--- src/rtl/eirq_params.svh ---
// Register offsets, field positions and reset values for the external request block
`ifndef EIRQ_PARAMS_SVH
`define EIRQ_PARAMS_SVH

// ==========================================================
// Register word offsets (byte address = 4 * index)
`define EIRQ_IDX_MASK 3'h0
`define EIRQ_IDX_FLAGS 3'h1
`define EIRQ_IDX_CTRL 3'h2
`define EIRQ_IDX_IRQ_STATUS 3'h3
`define EIRQ_IDX_IRQ_MASK 3'h4
`define EIRQ_IDX_CPU 3'h5
`define EIRQ_IDX_VECTOR 3'h6

// ==========================================================
// Field positions
`define EIRQ_BIT_REQ1 7
`define EIRQ_BIT_REQ0 6
`define EIRQ_BIT_SLEEP_EN 5
`define EIRQ_BIT_SLEEP_TYPE 4
`define EIRQ_BIT_SENSE1_HI 3
`define EIRQ_BIT_SENSE1_LO 2
`define EIRQ_BIT_SENSE0_HI 1
`define EIRQ_BIT_SENSE0_LO 0
`define EIRQ_BIT_CPU_GIE 0
`define EIRQ_BIT_CPU_SLEEP 1
`define EIRQ_BIT_CPU_ACK 2

// ==========================================================
// Reset values and vectors
`define EIRQ_RST_BYTE 8'h00
`define EIRQ_MASK_USED 8'hc0
`define EIRQ_RESET_VECTOR 8'h00
`define EIRQ_VEC_REQ0 8'h01
`define EIRQ_VEC_REQ1 8'h02
`define EIRQ_RDATA_ZERO 32'h0000_0000

`endif

--- src/rtl/eirq_pkg.sv ---
// Types shared by the external request block
package eirq_pkg;

  // ==========================================================
  // Sense encodings
  typedef enum logic [1:0] {
    eirq_sense_low = 2'h0,
    eirq_sense_rsvd = 2'h1,
    eirq_sense_fall = 2'h2,
    eirq_sense_rise = 2'h3
  } eirq_sense_t;

  // Power state
  typedef enum logic [1:0] {
    eirq_run,
    eirq_idle,
    eirq_power_down
  } eirq_power_t;

endpackage

--- src/rtl/eirq_ctrl.sv ---
// External pin request logic with sleep control and Avalon-MM slave
`timescale 1ns/1ps
`include "eirq_params.svh"

// How it works
// - Selected edge on request-1 pin sets flag bit 7.
// - Request-1 vector taken only with flag (or pin low under low sense), global enable and mask bit set.
// - Flag clears on vector entry or when software writes a one.
// - Flag held at zero while request 1 senses low level.
// - Request-1 sense: 00 low, 01 reserved, 10 falling, 11 rising.
// - Request-0 sense uses the same encoding.
// - Pins are synchronised to the clock before edge detection.
// - Enabled low level requests continuously while the pin is low.
// - Sleep instruction sleeps only when sleep enable bit 5 is one.
// - Bit 4 picks idle when zero, power-down when one.
// - Request-1 enable is mask bit 7, vector two above reset.
// - Request-0 enable is mask bit 6, vector one above reset.
// - Pin activity requests even when the pin drives as output.
module eirq_ctrl (
  input wire logic clk,
  input wire logic nrst,
  input wire logic ext_request1,
  input wire logic ext_request0,
  input wire logic [2:0] avs_address,
  input wire logic avs_read,
  input wire logic avs_write,
  input wire logic [31:0] avs_writedata,
  input wire logic [3:0] avs_byteenable,
  output logic [31:0] avs_readdata,
  output logic avs_waitrequest,
  output logic irq,
  output logic cpu_int_req,
  output logic [7:0] cpu_vector,
  output logic sleep_idle,
  output logic sleep_power_down
);

  // ==========================================================
  // Declarations
  logic sync1_meta;
  logic sync1;
  logic sync0_meta;
  logic sync0;
  logic prev1;
  logic prev0;
  logic [7:0] ext_request_mask;
  logic [7:0] ext_request_flags;
  logic [7:0] sleep_and_sense_control;
  logic [1:0] irq_status;
  logic [1:0] irq_mask;
  logic cpu_status_word;
  eirq_pkg::eirq_power_t power;
  eirq_pkg::eirq_sense_t sense1;
  eirq_pkg::eirq_sense_t sense0;
  logic hit1;
  logic hit0;
  logic active1;
  logic active0;
  logic take1;
  logic take0;
  logic ack_pulse;
  logic sleep_cmd;
  logic done;
  logic wr_ok;
  logic rd_ok;
  logic wr_flags;
  logic [7:0] next_flags;
  logic [31:0] next_rdata;

  // ==========================================================
  // Two-flop pin synchronisers, pin sampled whatever its direction
  always_ff @(posedge clk) begin
    if (!nrst) begin
      sync1_meta <= 1'b1;
      sync0_meta <= 1'b1;
      sync1 <= 1'b1;
      sync0 <= 1'b1;
    end else begin
      sync1_meta <= ext_request1;
      sync0_meta <= ext_request0;
      sync1 <= sync1_meta;
      sync0 <= sync0_meta;
    end
  end

  // Previous sample for edge detection
  always_ff @(posedge clk) begin
    if (!nrst) begin
      prev1 <= 1'h1;
      prev0 <= 1'h1;
    end else begin
      prev1 <= sync1;
      prev0 <= sync0;
    end
  end

  // ==========================================================
  // Trigger decode
  assign sense1 = eirq_pkg::eirq_sense_t'(sleep_and_sense_control[
    `EIRQ_BIT_SENSE1_HI:`EIRQ_BIT_SENSE1_LO]);
  assign sense0 = eirq_pkg::eirq_sense_t'(sleep_and_sense_control[
    `EIRQ_BIT_SENSE0_HI:`EIRQ_BIT_SENSE0_LO]);

  // Edge hits per selected sense; reserved gives nothing
  always_comb begin
    hit1 = 1'b0;
    hit0 = 1'b0;
    case (sense1)
      eirq_pkg::eirq_sense_fall: hit1 = prev1 & ~sync1;
      eirq_pkg::eirq_sense_rise: hit1 = ~prev1 & sync1;
      default: hit1 = 1'b0;
    endcase
    case (sense0)
      eirq_pkg::eirq_sense_fall: hit0 = prev0 & ~sync0;
      eirq_pkg::eirq_sense_rise: hit0 = ~prev0 & sync0;
      default: hit0 = 1'b0;
    endcase
  end

  // Request active: stored flag, or live low level
  assign active1 = (sense1 == eirq_pkg::eirq_sense_low) ? ~sync1 :
    ext_request_flags[`EIRQ_BIT_REQ1];
  assign active0 = (sense0 == eirq_pkg::eirq_sense_low) ? ~sync0 :
    ext_request_flags[`EIRQ_BIT_REQ0];

  // Enabled requests; request 1 wins when vector is chosen
  assign take1 = active1 & cpu_status_word & ext_request_mask[`EIRQ_BIT_REQ1];
  assign take0 = active0 & cpu_status_word & ext_request_mask[`EIRQ_BIT_REQ0];

  // ==========================================================
  // Bus decode, one wait cycle on each access
  assign done = (avs_read | avs_write) & avs_waitrequest;
  assign wr_ok = avs_write & done & avs_byteenable[0];
  assign rd_ok = avs_read & done;
  assign wr_flags = wr_ok & (avs_address == `EIRQ_IDX_FLAGS);
  assign ack_pulse = wr_ok & (avs_address == `EIRQ_IDX_CPU) &
    avs_writedata[`EIRQ_BIT_CPU_ACK];
  assign sleep_cmd = wr_ok & (avs_address == `EIRQ_IDX_CPU) &
    avs_writedata[`EIRQ_BIT_CPU_SLEEP];

  // Waitrequest high until the access completes
  always_ff @(posedge clk) begin
    if (!nrst) begin
      avs_waitrequest <= 1'b1;
    end else begin
      avs_waitrequest <= ~((avs_read | avs_write) & avs_waitrequest);
    end
  end

  // ==========================================================
  // Flag register: set wins over clear
  always_comb begin
    next_flags = ext_request_flags;
    if (wr_flags) begin
      next_flags = next_flags & ~avs_writedata[7:0];
    end
    if (ack_pulse & take1) begin
      next_flags[`EIRQ_BIT_REQ1] = 1'b0;
    end
    if (ack_pulse & take0 & ~take1) begin
      next_flags[`EIRQ_BIT_REQ0] = 1'b0;
    end
    if (hit1) begin
      next_flags[`EIRQ_BIT_REQ1] = 1'b1;
    end
    if (hit0) begin
      next_flags[`EIRQ_BIT_REQ0] = 1'b1;
    end
    if (sense1 == eirq_pkg::eirq_sense_low) begin
      next_flags[`EIRQ_BIT_REQ1] = 1'b0;
    end
    if (sense0 == eirq_pkg::eirq_sense_low) begin
      next_flags[`EIRQ_BIT_REQ0] = 1'b0;
    end
    next_flags = next_flags & `EIRQ_MASK_USED;
  end

  always_ff @(posedge clk) begin
    if (!nrst) begin
      ext_request_flags <= `EIRQ_RST_BYTE;
    end else begin
      ext_request_flags <= next_flags;
    end
  end

  // ==========================================================
  // Software registers
  always_ff @(posedge clk) begin
    if (!nrst) begin
      ext_request_mask <= `EIRQ_RST_BYTE;
      sleep_and_sense_control <= `EIRQ_RST_BYTE;
      irq_mask <= 2'h0;
      cpu_status_word <= 1'b0;
    end else if (wr_ok) begin
      case (avs_address)
        `EIRQ_IDX_MASK: ext_request_mask <= avs_writedata[7:0] & `EIRQ_MASK_USED;
        `EIRQ_IDX_CTRL: sleep_and_sense_control <= avs_writedata[7:0];
        `EIRQ_IDX_IRQ_MASK: irq_mask <= avs_writedata[`EIRQ_BIT_REQ1:`EIRQ_BIT_REQ0];
        `EIRQ_IDX_CPU: cpu_status_word <= avs_writedata[`EIRQ_BIT_CPU_GIE];
        default: ;
      endcase
    end
  end

  // Sticky event status, cleared by read; new event wins
  always_ff @(posedge clk) begin
    if (!nrst) begin
      irq_status <= 2'h0;
    end else begin
      irq_status <= ((rd_ok && avs_address == `EIRQ_IDX_IRQ_STATUS) ? 2'h0 : irq_status)
        | {hit1, hit0};
    end
  end

  always_ff @(posedge clk) begin
    if (!nrst) begin
      irq <= 1'b0;
    end else begin
      irq <= |(irq_status & irq_mask);
    end
  end

  // ==========================================================
  // Request and vector to the core
  always_ff @(posedge clk) begin
    if (!nrst) begin
      cpu_int_req <= 1'b0;
      cpu_vector <= `EIRQ_RESET_VECTOR;
    end else begin
      cpu_int_req <= take1 | take0;
      if (take1) begin
        cpu_vector <= `EIRQ_VEC_REQ1;
      end else if (take0) begin
        cpu_vector <= `EIRQ_VEC_REQ0;
      end else begin
        cpu_vector <= `EIRQ_RESET_VECTOR;
      end
    end
  end

  // ==========================================================
  // Sleep control; a taken request wakes the core
  always_ff @(posedge clk) begin
    if (!nrst) begin
      power <= eirq_pkg::eirq_run;
    end else begin
      case (power)
        eirq_pkg::eirq_run: begin
          if (sleep_cmd && sleep_and_sense_control[`EIRQ_BIT_SLEEP_EN]) begin
            power <= sleep_and_sense_control[`EIRQ_BIT_SLEEP_TYPE] ?
              eirq_pkg::eirq_power_down : eirq_pkg::eirq_idle;
          end
        end
        eirq_pkg::eirq_idle, eirq_pkg::eirq_power_down: begin
          if (take1 | take0) begin
            power <= eirq_pkg::eirq_run;
          end
        end
        default: power <= eirq_pkg::eirq_run;
      endcase
    end
  end

  always_ff @(posedge clk) begin
    if (!nrst) begin
      sleep_idle <= 1'b0;
      sleep_power_down <= 1'b0;
    end else begin
      sleep_idle <= (power == eirq_pkg::eirq_idle);
      sleep_power_down <= (power == eirq_pkg::eirq_power_down);
    end
  end

  // ==========================================================
  // Read data, registered at the completing edge
  always_comb begin
    next_rdata = `EIRQ_RDATA_ZERO;
    case (avs_address)
      `EIRQ_IDX_MASK: next_rdata[7:0] = ext_request_mask;
      `EIRQ_IDX_FLAGS: next_rdata[7:0] = ext_request_flags;
      `EIRQ_IDX_CTRL: next_rdata[7:0] = sleep_and_sense_control;
      `EIRQ_IDX_IRQ_STATUS: next_rdata[`EIRQ_BIT_REQ1:`EIRQ_BIT_REQ0] = irq_status;
      `EIRQ_IDX_IRQ_MASK: next_rdata[`EIRQ_BIT_REQ1:`EIRQ_BIT_REQ0] = irq_mask;
      `EIRQ_IDX_CPU: next_rdata[`EIRQ_BIT_CPU_GIE] = cpu_status_word;
      `EIRQ_IDX_VECTOR: next_rdata[7:0] = cpu_vector;
      default: next_rdata = `EIRQ_RDATA_ZERO;
    endcase
  end

  always_ff @(posedge clk) begin
    if (!nrst) begin
      avs_readdata <= `EIRQ_RDATA_ZERO;
    end else if (avs_read && avs_waitrequest) begin
      avs_readdata <= next_rdata;
    end
  end

endmodule

--- config.mk ---
export PLATFORM = sky130hd
export DESIGN_NAME = eirq_ctrl
export DESIGN_NICKNAME = d
export VERILOG_FILES = /design/src/rtl/eirq_pkg.sv /design/src/rtl/eirq_ctrl.sv
export VERILOG_INCLUDE_DIRS = /design/src /design/src/rtl
export SDC_FILE = /design/constraint.sdc
export NUM_CORES = 1
export LEC_CHECK = 0
export ABC_AREA = 1
export BUFFER_PORTS_ARGS = -buffer_cell sky130_fd_sc_hd__buf_2
export CORE_UTILIZATION = 30
export CTS_CLUSTER_DIAMETER = 150
export DETAILED_ROUTE_END_ITERATION = 7
export SYNTH_ARGS = -nofsm -noshare
export SYNTH_HDL_FRONTEND = slang
export SYNTH_SLANG_ARGS = --single-unit
--- constraint.sdc ---
create_clock -name clk -period 0.95 [get_ports clk]
set_input_delay 0.0475 -clock clk [delete_from_list [all_inputs] [get_ports clk]]
set_output_delay 0.0475 -clock clk [all_outputs]
set_load 0.02 [all_outputs]
## Word-level counts from Yosys, hierarchy flattened

Index checks and enable logic that the tools add are counted.

| storage, ports and cells | value |
|---|---|
| flip-flop bits (word level) | 52 |
| input bits | 45 |

| cells by class | value |
|---|---|
| multiplexer cells | 19 |
| bitwise operators | 32 |
| equality and inequality tests | 14 |
| reductions and logical operators | 19 |

Operators by type and width:

| kind | count |
|---|---|
| $and 1x1->1 | 19 |
| $pmux 5 s3 | 1 |
| $pmux 2 s6 | 1 |
| $eq 2x2->1 const B | 5 |
| $mux 2 | 5 |
| $reduce_and 2->1 | 5 |
| $reduce_or 2->1 | 5 |
| $eq 3x3->1 const B | 3 |
| $and 8x8->8 | 1 |
| $mux 8 | 1 |
| $not 8->8 | 1 |
| $mux 1 | 7 |
| $not 1->1 | 7 |
| $eq 3x2->1 const B | 2 |
| $logic_not 2->1 | 3 |
| $reduce_bool 3->1 | 2 |
| $ne 2x2->1 const B | 2 |
| $pmux 1 s2 | 2 |
| $pmux 1 s4 | 1 |
| $pmux 2 s2 | 1 |
| $eq 3x1->1 const B | 1 |
| $logic_and 1x1->1 | 3 |
| $logic_not 3->1 | 1 |
| $and 2x2->2 | 1 |
| 3 further kinds | 4 |

## Longest topological paths before layout

Gate-level depths: netlist of the first run.

| depth | value |
|---|---|
| depth in word-level cells | 10 |
| mapped depth | 9 |
| gate-level depth less buffers | 9 |

## Worst setup path after synthesis of the first run

Ideal clock, no wire load.

| path | value |
|---|---|
| path kind | flip-flop to flip-flop |
| from | reg avs_waitrequest |
| to | reg power[0] |
| path slack | -296 ps |
| setup time | 113 ps |
| arrival time | 1133 ps |
| clock period less this slack | 1246 ps |
| required time | 837 ps |
| buffers on the path | 0 |
| stages on the path, launching flop included | 8 |
| path through | dfxtp_1 nand3_4 nor2_1 nand2_1 nand2_1 nand2_1 nor2_1 nor2_1 |

| on the way | value |
|---|---|
| longest elaborated chain between the ends | 8 |

Ends and longest elaborated chain:

| element | RTL line | source |
|---|---|---|
| start, declared | eirq_ctrl.sv:30 | `output logic avs_waitrequest,` |
| start signal, assigned | eirq_ctrl.sv:146 | `avs_waitrequest <= ~((avs_read \| avs_write) & avs_waitrequest);` |
| $and 1x1->1 | eirq_ctrl.sv:132 | `assign done = (avs_read \| avs_write) & avs_waitrequest;` |
| $and 1x1->1 (2 in series) | eirq_ctrl.sv:133 | `assign wr_ok = avs_write & done & avs_byteenable[0];` |
| $and 1x1->1 (2 in series) | eirq_ctrl.sv:138 | `` assign sleep_cmd = wr_ok & (avs_address == `EIRQ_IDX_CPU) & `` |
| $logic_and 1x1->1 | eirq_ctrl.sv:249 | `` if (sleep_cmd && sleep_and_sense_control[`EIRQ_BIT_SLEEP_EN]) begin `` |
| $ne 2x2->1 (no source line) | - |  |
| $reduce_and 2->1 (no source line) | - |  |
| end signal, assigned | eirq_ctrl.sv:250 | `` power <= sleep_and_sense_control[`EIRQ_BIT_SLEEP_TYPE] ? `` |
| end signal, assigned | eirq_ctrl.sv:256 | `power <= eirq_pkg::eirq_run;` |
| end signal, assigned | eirq_ctrl.sv:259 | `default: power <= eirq_pkg::eirq_run;` |
| end, declared | eirq_ctrl.sv:52 | `eirq_pkg::eirq_power_t power;` |

No other way between the ends.
A chain may end at the register's enable or synchronous reset.

## Worst setup path in the final report of the first run

| path | value |
|---|---|
| from | reg sleep_and_sense_control[2] |
| to | reg cpu_int_req |

| on the way | value |
|---|---|
| longest elaborated chain between the ends | 5 |

Ends and longest elaborated chain:

| element | RTL line | source |
|---|---|---|
| start, declared | eirq_ctrl.sv:48 | `logic [7:0] sleep_and_sense_control;` |
| start signal, assigned | eirq_ctrl.sv:191 | `` sleep_and_sense_control <= `EIRQ_RST_BYTE; `` |
| start signal, assigned | eirq_ctrl.sv:197 | `` `EIRQ_IDX_CTRL: sleep_and_sense_control <= avs_writedata[7:0]; `` |
| $logic_not 2->1 | eirq_ctrl.sv:121 | `assign active1 = (sense1 == eirq_pkg::eirq_sense_low) ? ~sync1 :` |
| $mux 1 | eirq_ctrl.sv:121 |  |
| $and 1x1->1 (2 in series) | eirq_ctrl.sv:127 | `` assign take1 = active1 & cpu_status_word & ext_request_mask[`EIRQ_BIT_REQ1]; `` |
| $or 1x1->1 | eirq_ctrl.sv:230 | `cpu_int_req <= take1 \| take0;` |
| end signal, assigned | eirq_ctrl.sv:230 |  |
| end, declared | eirq_ctrl.sv:32 | `output logic cpu_int_req,` |

No other way between the ends.

==> results of run 1 <==
critical path, stage by stage (launching register included):
cell and delay [ns]:
dfxtp_2 0.34, o21bai_1 0.16, nand3_2 0.15, buf_6 0.16, a21oi_1 0.19
how the worst min path moves through the flow:
stage / start / to / slack (ns) / depth (start not counted)
after CTS: avs_write / avs_waitrequest / 0.001 / 2
after floorplan: avs_write / avs_waitrequest / 0.15 / 1
after global routing: avs_writedata[0] / sleep_and_sense_control[0] / 0.05 / 3
after global placement: ext_request1 / sync1_meta / 0.24 / 2
final: avs_writedata[0] / sleep_and_sense_control[0] / 0.02 / 3
after detailed placement: ext_request1 / sync1_meta / 0.24 / 2
area by class of cell:
type                    count  share of cell area [%]
repair inverters            1                   0.188
inverters                  26                    3.85
clock buffers               5                    2.58
well taps                  77                    3.62
flip-flops and latches     40                    30.5
clock inverters             3                    1.60
multi-input cells         188                    38.0
repair buffers             73                    19.6
cell usage after synthesis (all sizes together):
library cell and number:
nor2 33, nand3 15, o21ai 24, o211ai 2, nand3b 3, dfxtp 40
conb 1, a41oi 1, o21bai 2, clkbuf 4, buf 33, nand4 4
nor3 3, nand2 46, or2 4, ha 3, a21oi 18, inv 26
registers in the layout, summed over array words and instances, names as in the netlist:
register	flops
cpu_status_word	1
cpu_vector	2
avs_waitrequest	1
irq	1
sync0	1
sync1_meta	1
irq_mask	2
sync1	1
prev0	1
sleep_and_sense_control	8
avs_readdata	8
cpu_int_req	1
irq_status	2
sleep_power_down	1
ext_request_flags	2
power	2
sleep_idle	1
prev1	1
sync0_meta	1
ext_request_mask	2
per-stage QoR:
stage,worst slack (ns),power (W),cells,setup TNS [ns]
3_3_place_gp,-0.153,0.00277,395,-1.56
6_report,-0.137,0.00429,413,-2.41
3_5_place_dp,-0.152,0.00278,395,-2.00
4_1_cts,-0.153,0.00428,411,-2.25
2_1_floorplan,-0.0958,0.00254,291,-0.473
5_1_grt,-0.213,0.00457,413,-4.53
power by group:
group	internal (W)	switching (W)	leakage, nW	total, W
clock network	0.000778	0.000611	0.0541	0.00139
logic	0.000465	0.000612	0.915	0.00108
registers	0.00178	0.0000522	0.329	0.00183
repair_timing:
action	in CTS	in global routing
hold buffers	7	1
endpoints found under the hold margin	7	1
gates resized for setup	12	23
buffers inserted	0	1
pin swaps	5	8
gates cloned	1	0
endpoints found under the setup margin	27	32
layer usage:
| layer | vias up | wire [um] | GRT usage, % |
|---|---|---|---|
| met4 | 0 | 57 | 4.86 |
| met3 | 7 | 193 | 3.58 |
| met5 | - | 0 | 0 |
| met2 | 57 | 2100 | 23.0 |
| li1 | 926 | - | - |
| met1 | 789 | 2250 | 18.5 |
cell families after synthesis:
family / share of synthesized area [%]
flops: 40.7
compound gates: 12.7
fa+ha+maj: 1.91
buf+inv: 18.5
other cells: 0.191
simple gates: 26.0
placed cells by master, fill, tap and decap left out, types with 15 or more instances in the layout:
master,synthesis,routed
nand2_1,45,42
a21oi_1,18,18
conb_1,1,30
buf_4,31,30
nor2_1,31,26
inv_1,23,19
dfxtp_1,40,32
buf_2,1,31
o21ai_0,23,15
==> flow_metrics.py, run 1 <==
metrics = {
    "routing": {
        "wl_per_cell_um": 11.1,
        "viasPerCell": 4.31,
        "drcViolationCount": 0,
        "antenna_left": 0,
        "routed_wl_um": 4600,
        "dr.first_iter.drc_count": 93,
        "vias": 1779,
        "first_pass_iters": 4,
    },
    "floorplan": {
        "start_util_pct": 31.0,
        "die_width_um": 83.0,
        "fp.coreArea_um2": 6350,
        "dieArea_um2": 6880,
        "row_count": 29,
        "io_pins": 90,
        "die_h_um": 83.0,
    },
    "worst_setup_path": {
        "reg2reg_from": "sleep_and_sense_control[2]",
        "r2r_cells": 4,
        "critPathArrivalTime_ns": 1.28,
        "critPathKind": "flop to flop",
        "end_kind": "flop",
        "crit_required_ns": 1.14,
        "start_kind": "flop",
        "endpoint": "cpu_int_req",
        "rrSetupSlack_ns": -0.14,
        "r2r_end": "cpu_int_req",
        "crit_start": "sleep_and_sense_control[2]",
        "cp_max_fo": 4,
    },
    "status": {
        "violations": "setup timing",
        "outcome": "complete, but fails checks",
    },
    "sta": {
        "setup_viol": 28,
        "finalCriticalPeriod_ns": 1.09,
        "fin_crit_sh_pct": 114,
        "report.final.slew_viol_count": 0,
        "fmax_mhz": 920,
        "hold_slack_ns": 0.0210,
        "finClkSkew_ns": 0.0101,
        "rsz0062_at_grt": "yes",
        "timing.final.ws_setup_ns": -0.137,
        "hold_viol": 0,
    },
    "final_layout": {
        "utilization_pct": 41.9,
        "multi_input_area_um2": 1010,
        "nets": 383,
        "layout.cell_area.non_filler_um2": 2660,
        "num_antenna_cells": 0,
        "drive_gt1_share_pct": 36.0,
        "nFillCells": 657,
        "synthToLayoutAreaGrowth_pct": 35.4,
        "seqCellArea_um2": 813,
    },
    "clocking": {
        "cts.sinks": 40,
        "insertion_delay_ns": 0.29,
        "cts_root_buffer": "clkbuf_8",
        "h-tree-depth": 2,
        "path_clk_slew_ns": 0.08,
        "cts_tree": "done",
        "cts_buffers": 5,
        "clk_path_buf_depth": 2,
    },
    "placement": {
        "dp_hpwl_um": 3440,
        "dpl_cell_area_um2": 2350,
        "gp_congestion": 0.865,
        "port_buffers": 32,
    },
    "min_path": {
        "hold_path_class": "input port to flop",
    },
    "synth": {
        "ys_ff_latch": 40,
        "post_synth_inst_count": 262,
        "syn_area_um2": 1970,
        "synth_largest_area_cell": "dfxtp_1",
        "synth_area_per_cell_um2": 7.51,
        "synthTopCellsByArea": "dfxtp_1 41%, buf_4 12%, nand2_1 8.6%",
        "ys_warn_count": 0,
        "yosysUniqueCellTypes": 27,
        "synth_top_area_share_pct": 40.7,
        "ys_seq_area_share_pct": 40.7,
    },
    "global_route": {
        "grt_pass1_wl_um": 7870,
        "overflow": 0,
        "grt_pass1_vias": 1673,
        "grt_max_degree": 29,
        "track_usage_pct": 14.3,
        "grt_antenna_before_repair": 0,
    },
    "pwr": {
        "p_leak_nw": 1.30,
        "power.ir.vdd_worst_uv": 812,
        "power.density_nw_per_um2": 1610,
    },
    "flow_run": {
        "max_cap_violations": 0,
    },
}
Power figures use the tool's default switching activity.
==> run 2: changes to the inputs <==
Settings changed: ABC_AREA 1 to unset, CELL_PAD_IN_SITES_DETAIL_PLACEMENT set to 1, CELL_PAD_IN_SITES_GLOBAL_PLACEMENT set to 1, CTS_CLUSTER_DIAMETER 150 to unset, PLACE_DENSITY_LB_ADDON set to 0.1.
==> flow_metrics.py, run 2 <==
metrics = {
    "worst_setup_path": {
        "path_depth": 4,
        "r2r_cells": 4,
        "slowest_delay_ns": 0.39,
        "critPathArrivalTime_ns": 1.65,
        "start_kind": "flop",
        "cp_cell_sequence": "or3_4 -> a21o_1 -> a32oi_2 -> mux2i_1",
        "cp_slowest_cell": "or3_4",
        "cp_max_fo": 2,
        "critPathKind": "flop to flop",
        "end_kind": "flop",
        "cpLargestDelayFamily": "compound AO/OA/AOI/OAI gates",
        "crit_buf_inv": 0,
        "crit_required_ns": 1.17,
    },
    "synth": {
        "synth_top_area_share_pct": 40.2,
        "synth.most_common_cell": "dfxtp_1",
        "syn_area_um2": 1990,
        "post_synth_inst_count": 212,
        "ys_ff_latch": 40,
        "synth_area_per_cell_um2": 9.40,
        "ys_seq_area_share_pct": 40.2,
        "ys.flop_type": "dfxtp_1",
        "yosysUniqueCellTypes": 40,
        "synth_edf_count": 0,
        "synth_largest_area_cell": "dfxtp_1",
        "ys_async_sr_fraction_pct": 0,
        "ys_warn_count": 0,
        "synthTopCellsByArea": "dfxtp_1 40%, buf_4 12%, a21boi_0 4.1%",
        "synthTopCellsByCount": "40 x dfxtp_1, 31 x buf_4, 16 x o21ai_0, 15 x nand2_1, 12 x nor2b_1",
    },
    "final_layout": {
        "nets": 341,
        "drive_gt1_share_pct": 49.8,
        "synthToLayoutAreaGrowth_pct": 45.1,
        "final_cells": 370,
        "num_antenna_cells": 0,
        "mostFrequentLayoutCells": "33 x buf_4, 31 x buf_2, 30 x conb_1",
        "largestRegisters": "avs_readdata: 8 flops, sleep_and_sense_control: 8 flops",
        "layout.cell_area.non_filler_um2": 2890,
        "mostFrequentLayoutCell": "buf_4",
    },
    "sta": {
        "finalSetupTns_ns": -5.20,
        "report.final.slew_viol_count": 0,
        "timing.final.ws_setup_ns": -0.480,
        "setup_viol": 32,
        "fmax_mhz": 699,
        "finalCriticalPeriod_ns": 1.43,
        "fin_crit_sh_pct": 151,
        "finClkSkew_ns": 0.00425,
        "hold_viol": 0,
        "rsz0062_at_grt": "yes",
    },
    "floorplan": {
        "fp.coreArea_um2": 6390,
        "dieArea_um2": 6970,
        "start_util_pct": 31.2,
        "io_pins": 90,
        "die_width_um": 83.5,
        "die_h_um": 83.5,
        "row_count": 29,
    },
    "clocking": {
        "cts.sinks": 40,
        "insertion_delay_ns": 0.29,
        "path_clk_slew_ns": 0.08,
        "clk_path_buf_depth": 2,
        "cts_tree": "done",
        "cts_buffers": 5,
        "h-tree-depth": 2,
        "cts_root_buffer": "clkbuf_8",
    },
    "global_route": {
        "overflow": 0,
        "grt_pass1_wl_um": 8560,
        "grt_busiest_layer": "met2",
        "track_usage_pct": 15.9,
        "grt_antenna_before_repair": 0,
        "grt_use_met1_pct": 20.0,
        "grt_pass1_vias": 1673,
        "grt_util_met2_pct": 27.3,
        "grt_max_degree": 43,
        "globalRouteMet3Util_pct": 3.46,
    },
    "pwr": {
        "power.ir.vdd_worst_uv": 648,
        "power.density_nw_per_um2": 1180,
        "p_leak_nw": 1.21,
    },
    "routing": {
        "routed_wl_um": 5340,
        "vias": 1683,
        "wl_per_cell_um": 14.4,
        "drcViolationCount": 0,
        "dr.first_iter.drc_count": 58,
        "antenna_left": 0,
        "first_pass_iters": 4,
        "viasPerCell": 4.55,
    },
    "placement": {
        "pre_cts_ws_ns": -0.496,
        "dp_hpwl_um": 3820,
        "dp_cells": 348,
        "port_buffers": 32,
        "dpl_cell_area_um2": 2420,
        "gp_congestion": 0.731,
    },
    "min_path": {
        "holdPathStages": 2,
        "hold_path_class": "input port to flop",
    },
    "status": {
        "outcome": "complete, but fails checks",
        "violations": "setup timing",
    },
    "flow_run": {
        "max_cap_violations": 0,
    },
}
run 2: cell type report:
class	instances	area, um2
clock buffers	5	68.8
clock inverters	2	11.3
fillers	745	3490
inverters	3	11.3
multi-input cells	160	1250
flip-flops and latches	40	823
well taps	77	96.3
repair buffers	83	632
run 2: report_power, final:
group	internal, W	total, W	switching (W)	leakage [nW]
logic	0.000239	0.000581	0.000342	0.837
clock network	0.000500	0.00112	0.000616	0.0443
registers	0.00170	0.00172	0.0000196	0.330
total	0.00244	0.00342	0.000977	1.21
run 2: cells by family after synthesis:
kind of cell / share of synthesized area (%)
buffers and inverters: 14.6
other: 0.188
adder cells (fa/ha/maj): 1.88
multiplexers: 6.28
AO/OA/AOI/OAI: 15.8
AND/OR/NAND/NOR: 21.1
flip-flops: 40.2
run 2: final timing paths:
| kind | start | end | slack [ns] |
|---|---|---|---|
| max | sync1 | power[0] | -0.48 |
| min | avs_write | avs_waitrequest | 0.009 |
| max reg2reg | sync1 | power[0] | -0.48 |
| min reg2reg | sync0_meta | sync0 | 0.42 |
run 2: timing repair:
| action | CTS | global route |
|---|---|---|
| endpoints found under the setup margin | 32 | 34 |
| hold endpoints to repair | 4 | 1 |
| buffers inserted | 10 | 2 |
| cloned | 1 | 0 |
| pin swaps | 24 | 16 |
| hold buffers | 4 | 1 |
| gates resized for setup | 59 | 24 |
run 2: metal layers:
layer  part of all wire, %  wire length, um
met5                     0                0
met4                  0.75               40
met3                   3.1              168
met2                    50             2690
met1                    46             2430
run 2: through the flow:
stage / power [W] / hold WS (ns) / util (%)
2_1_floorplan: 0.00215 / 0.121 / -
3_3_place_gp: 0.00221 / 0.229 / 38.0
3_5_place_dp: 0.00221 / 0.231 / 38.0
4_1_cts: 0.00344 / 0.00345 / 44.2
5_1_grt: 0.00359 / 0.0156 / 45.3
6_report: 0.00342 / 0.00910 / 45.3
==> run 3: changes to the inputs <==
Settings changed: REMOVE_ABC_BUFFERS set to 1, SKIP_LAST_GASP set to 1.
==> flow_metrics.py, run 3 (synthesis gave the netlist of run 2 again) <==
metrics = {
    "sta": {
        "hold_viol": 0,
        "timing.final.ws_setup_ns": -0.457,
        "fin_crit_sh_pct": 148,
        "rsz0062_at_grt": "yes",
        "finalCriticalPeriod_ns": 1.41,
        "report.final.slew_viol_count": 0,
        "setup_viol": 32,
        "finClkSkew_ns": 0.00219,
        "fmax_mhz": 711,
    },
    "worst_setup_path": {
        "crit_buf_inv": 0,
        "critPathKind": "flop to flop",
        "end_kind": "flop",
        "cp_max_fo": 2,
        "cpLargestDelayFamily": "compound AO/OA/AOI/OAI gates",
        "critPathArrivalTime_ns": 1.63,
        "cp_slowest_cell": "or3_4",
        "start_kind": "flop",
        "cp_cell_sequence": "or3_4 -> a21o_1 -> a32oi_2 -> mux2i_1",
        "slowest_delay_ns": 0.38,
        "crit_required_ns": 1.18,
    },
    "global_route": {
        "grt_pass1_vias": 1746,
        "grt_pass1_wl_um": 8660,
        "grt_antenna_before_repair": 0,
        "overflow": 0,
        "track_usage_pct": 16.0,
        "grt_max_degree": 43,
    },
    "clocking": {
        "cts.sinks": 40,
        "insertion_delay_ns": 0.29,
        "cts_buffers": 5,
        "cts_root_buffer": "clkbuf_8",
        "h-tree-depth": 2,
        "clk_path_buf_depth": 2,
        "path_clk_slew_ns": 0.08,
        "cts_tree": "done",
    },
    "floorplan": {
        "fp.coreArea_um2": 6390,
        "dieArea_um2": 6970,
        "row_count": 29,
        "die_h_um": 83.5,
        "die_width_um": 83.5,
        "io_pins": 90,
        "start_util_pct": 31.2,
    },
    "status": {
        "outcome": "complete, but fails checks",
        "violations": "setup timing",
    },
    "pwr": {
        "power.density_nw_per_um2": 1180,
        "p_leak_nw": 1.29,
        "fin_total_pwr_w": 0.00353,
        "power.ir.vdd_worst_uv": 627,
    },
    "routing": {
        "dr.first_iter.drc_count": 24,
        "wl_per_cell_um": 14.1,
        "drcViolationCount": 0,
        "routed_wl_um": 5330,
        "antenna_left": 0,
        "viasPerCell": 4.58,
        "first_pass_iters": 4,
        "vias": 1737,
    },
    "placement": {
        "port_buffers": 32,
        "gp_congestion": 0.726,
        "dp_hpwl_um": 3800,
        "pre_cts_ws_ns": -0.506,
    },
    "final_layout": {
        "mostFrequentLayoutCells": "36 x buf_4, 31 x buf_2, 30 x conb_1, 30 x dfxtp_1, 13 x buf_6",
        "synthToLayoutAreaGrowth_pct": 50.4,
        "largestRegisters": "avs_readdata: 8 flops, sleep_and_sense_control: 8 flops",
        "num_antenna_cells": 0,
        "mostFrequentLayoutCell": "buf_4",
        "nets": 349,
        "drive_gt1_share_pct": 50.3,
    },
    "flow_run": {
        "max_cap_violations": 0,
    },
    "min_path": {
        "hold_path_class": "input port to flop",
    },
}
## run 3: worst paths after layout
check	startpoint	to	slack (ns)	cells after the start
setup / recovery	sync1	power[1]	-0.46	4
hold / removal	avs_writedata[4]	sleep_and_sense_control[4]	0.01	3
setup reg to reg	sync1	power[1]	-0.46	4
hold reg to reg	sync0_meta	sync0	0.41	1
## run 3: final cells by class
type                            instances  area (um2)
Clock buffer                            6        82.6
Clock inverter                          2        10.0
Fill cell                             749        3390
Inverter                                3        11.3
Multi-Input combinational cell        159        1250
Sequential cell                        40         816
Tap cell                               77        96.3
Timing Repair Buffer                   92         732
## run 3: per-stage QoR
stage / util [%] / setup TNS [ns] / hold WS, ns / std cells / area (um2)
6_report: 46.9 / -6.94 / 0.0138 / 379 / 3000
3_3_place_gp: 37.5 / -8.26 / 0.229 / 350 / 2400
4_1_cts: 43.8 / -5.78 / 0.0000865 / 371 / 2790
2_1_floorplan: - / -7.83 / 0.121 / 202 / 1820
3_5_place_dp: 37.5 / -8.77 / 0.232 / 350 / 2400
5_1_grt: 46.9 / -8.68 / 0.0139 / 379 / 3000
## run 3: timing repair
item                       4_1_cts  5_1_grt
gates resized for setup         71       37
setup endpoints to repair       33       33
hold buffers                     6        1
pin swaps                       23       23
hold endpoints to repair         6        1
buffers inserted                 7        8
## run 3: power breakdown
part	total, W	leakage [nW]	internal [W]	switching [W]
Sequential	0.00172	0.328	0.00170	0.0000186
Clock	0.00119	0.0510	0.000580	0.000610
Combinational	0.000616	0.911	0.000273	0.000343
Total	0.00353	1.29	0.00256	0.000972
## run 3: layer usage
layer / share of wire [%] / vias up / track usage (%)
met5: 0 / - / 0
met4: 1.1 / 0 / 5.39
met3: 4.9 / 5 / 4.06
met2: 50 / 55 / 27.6
met1: 44 / 819 / 19.5
li1: - / 858 / -
## run 3: worst register-to-register path: cells and delay by family, from the launching register on
family	cells	cell delay, ns
AO/OA/AOI/OAI	2	0.43
flip-flops	1	0.32
multiplexers	1	0.22
AND/OR/NAND/NOR	1	0.38
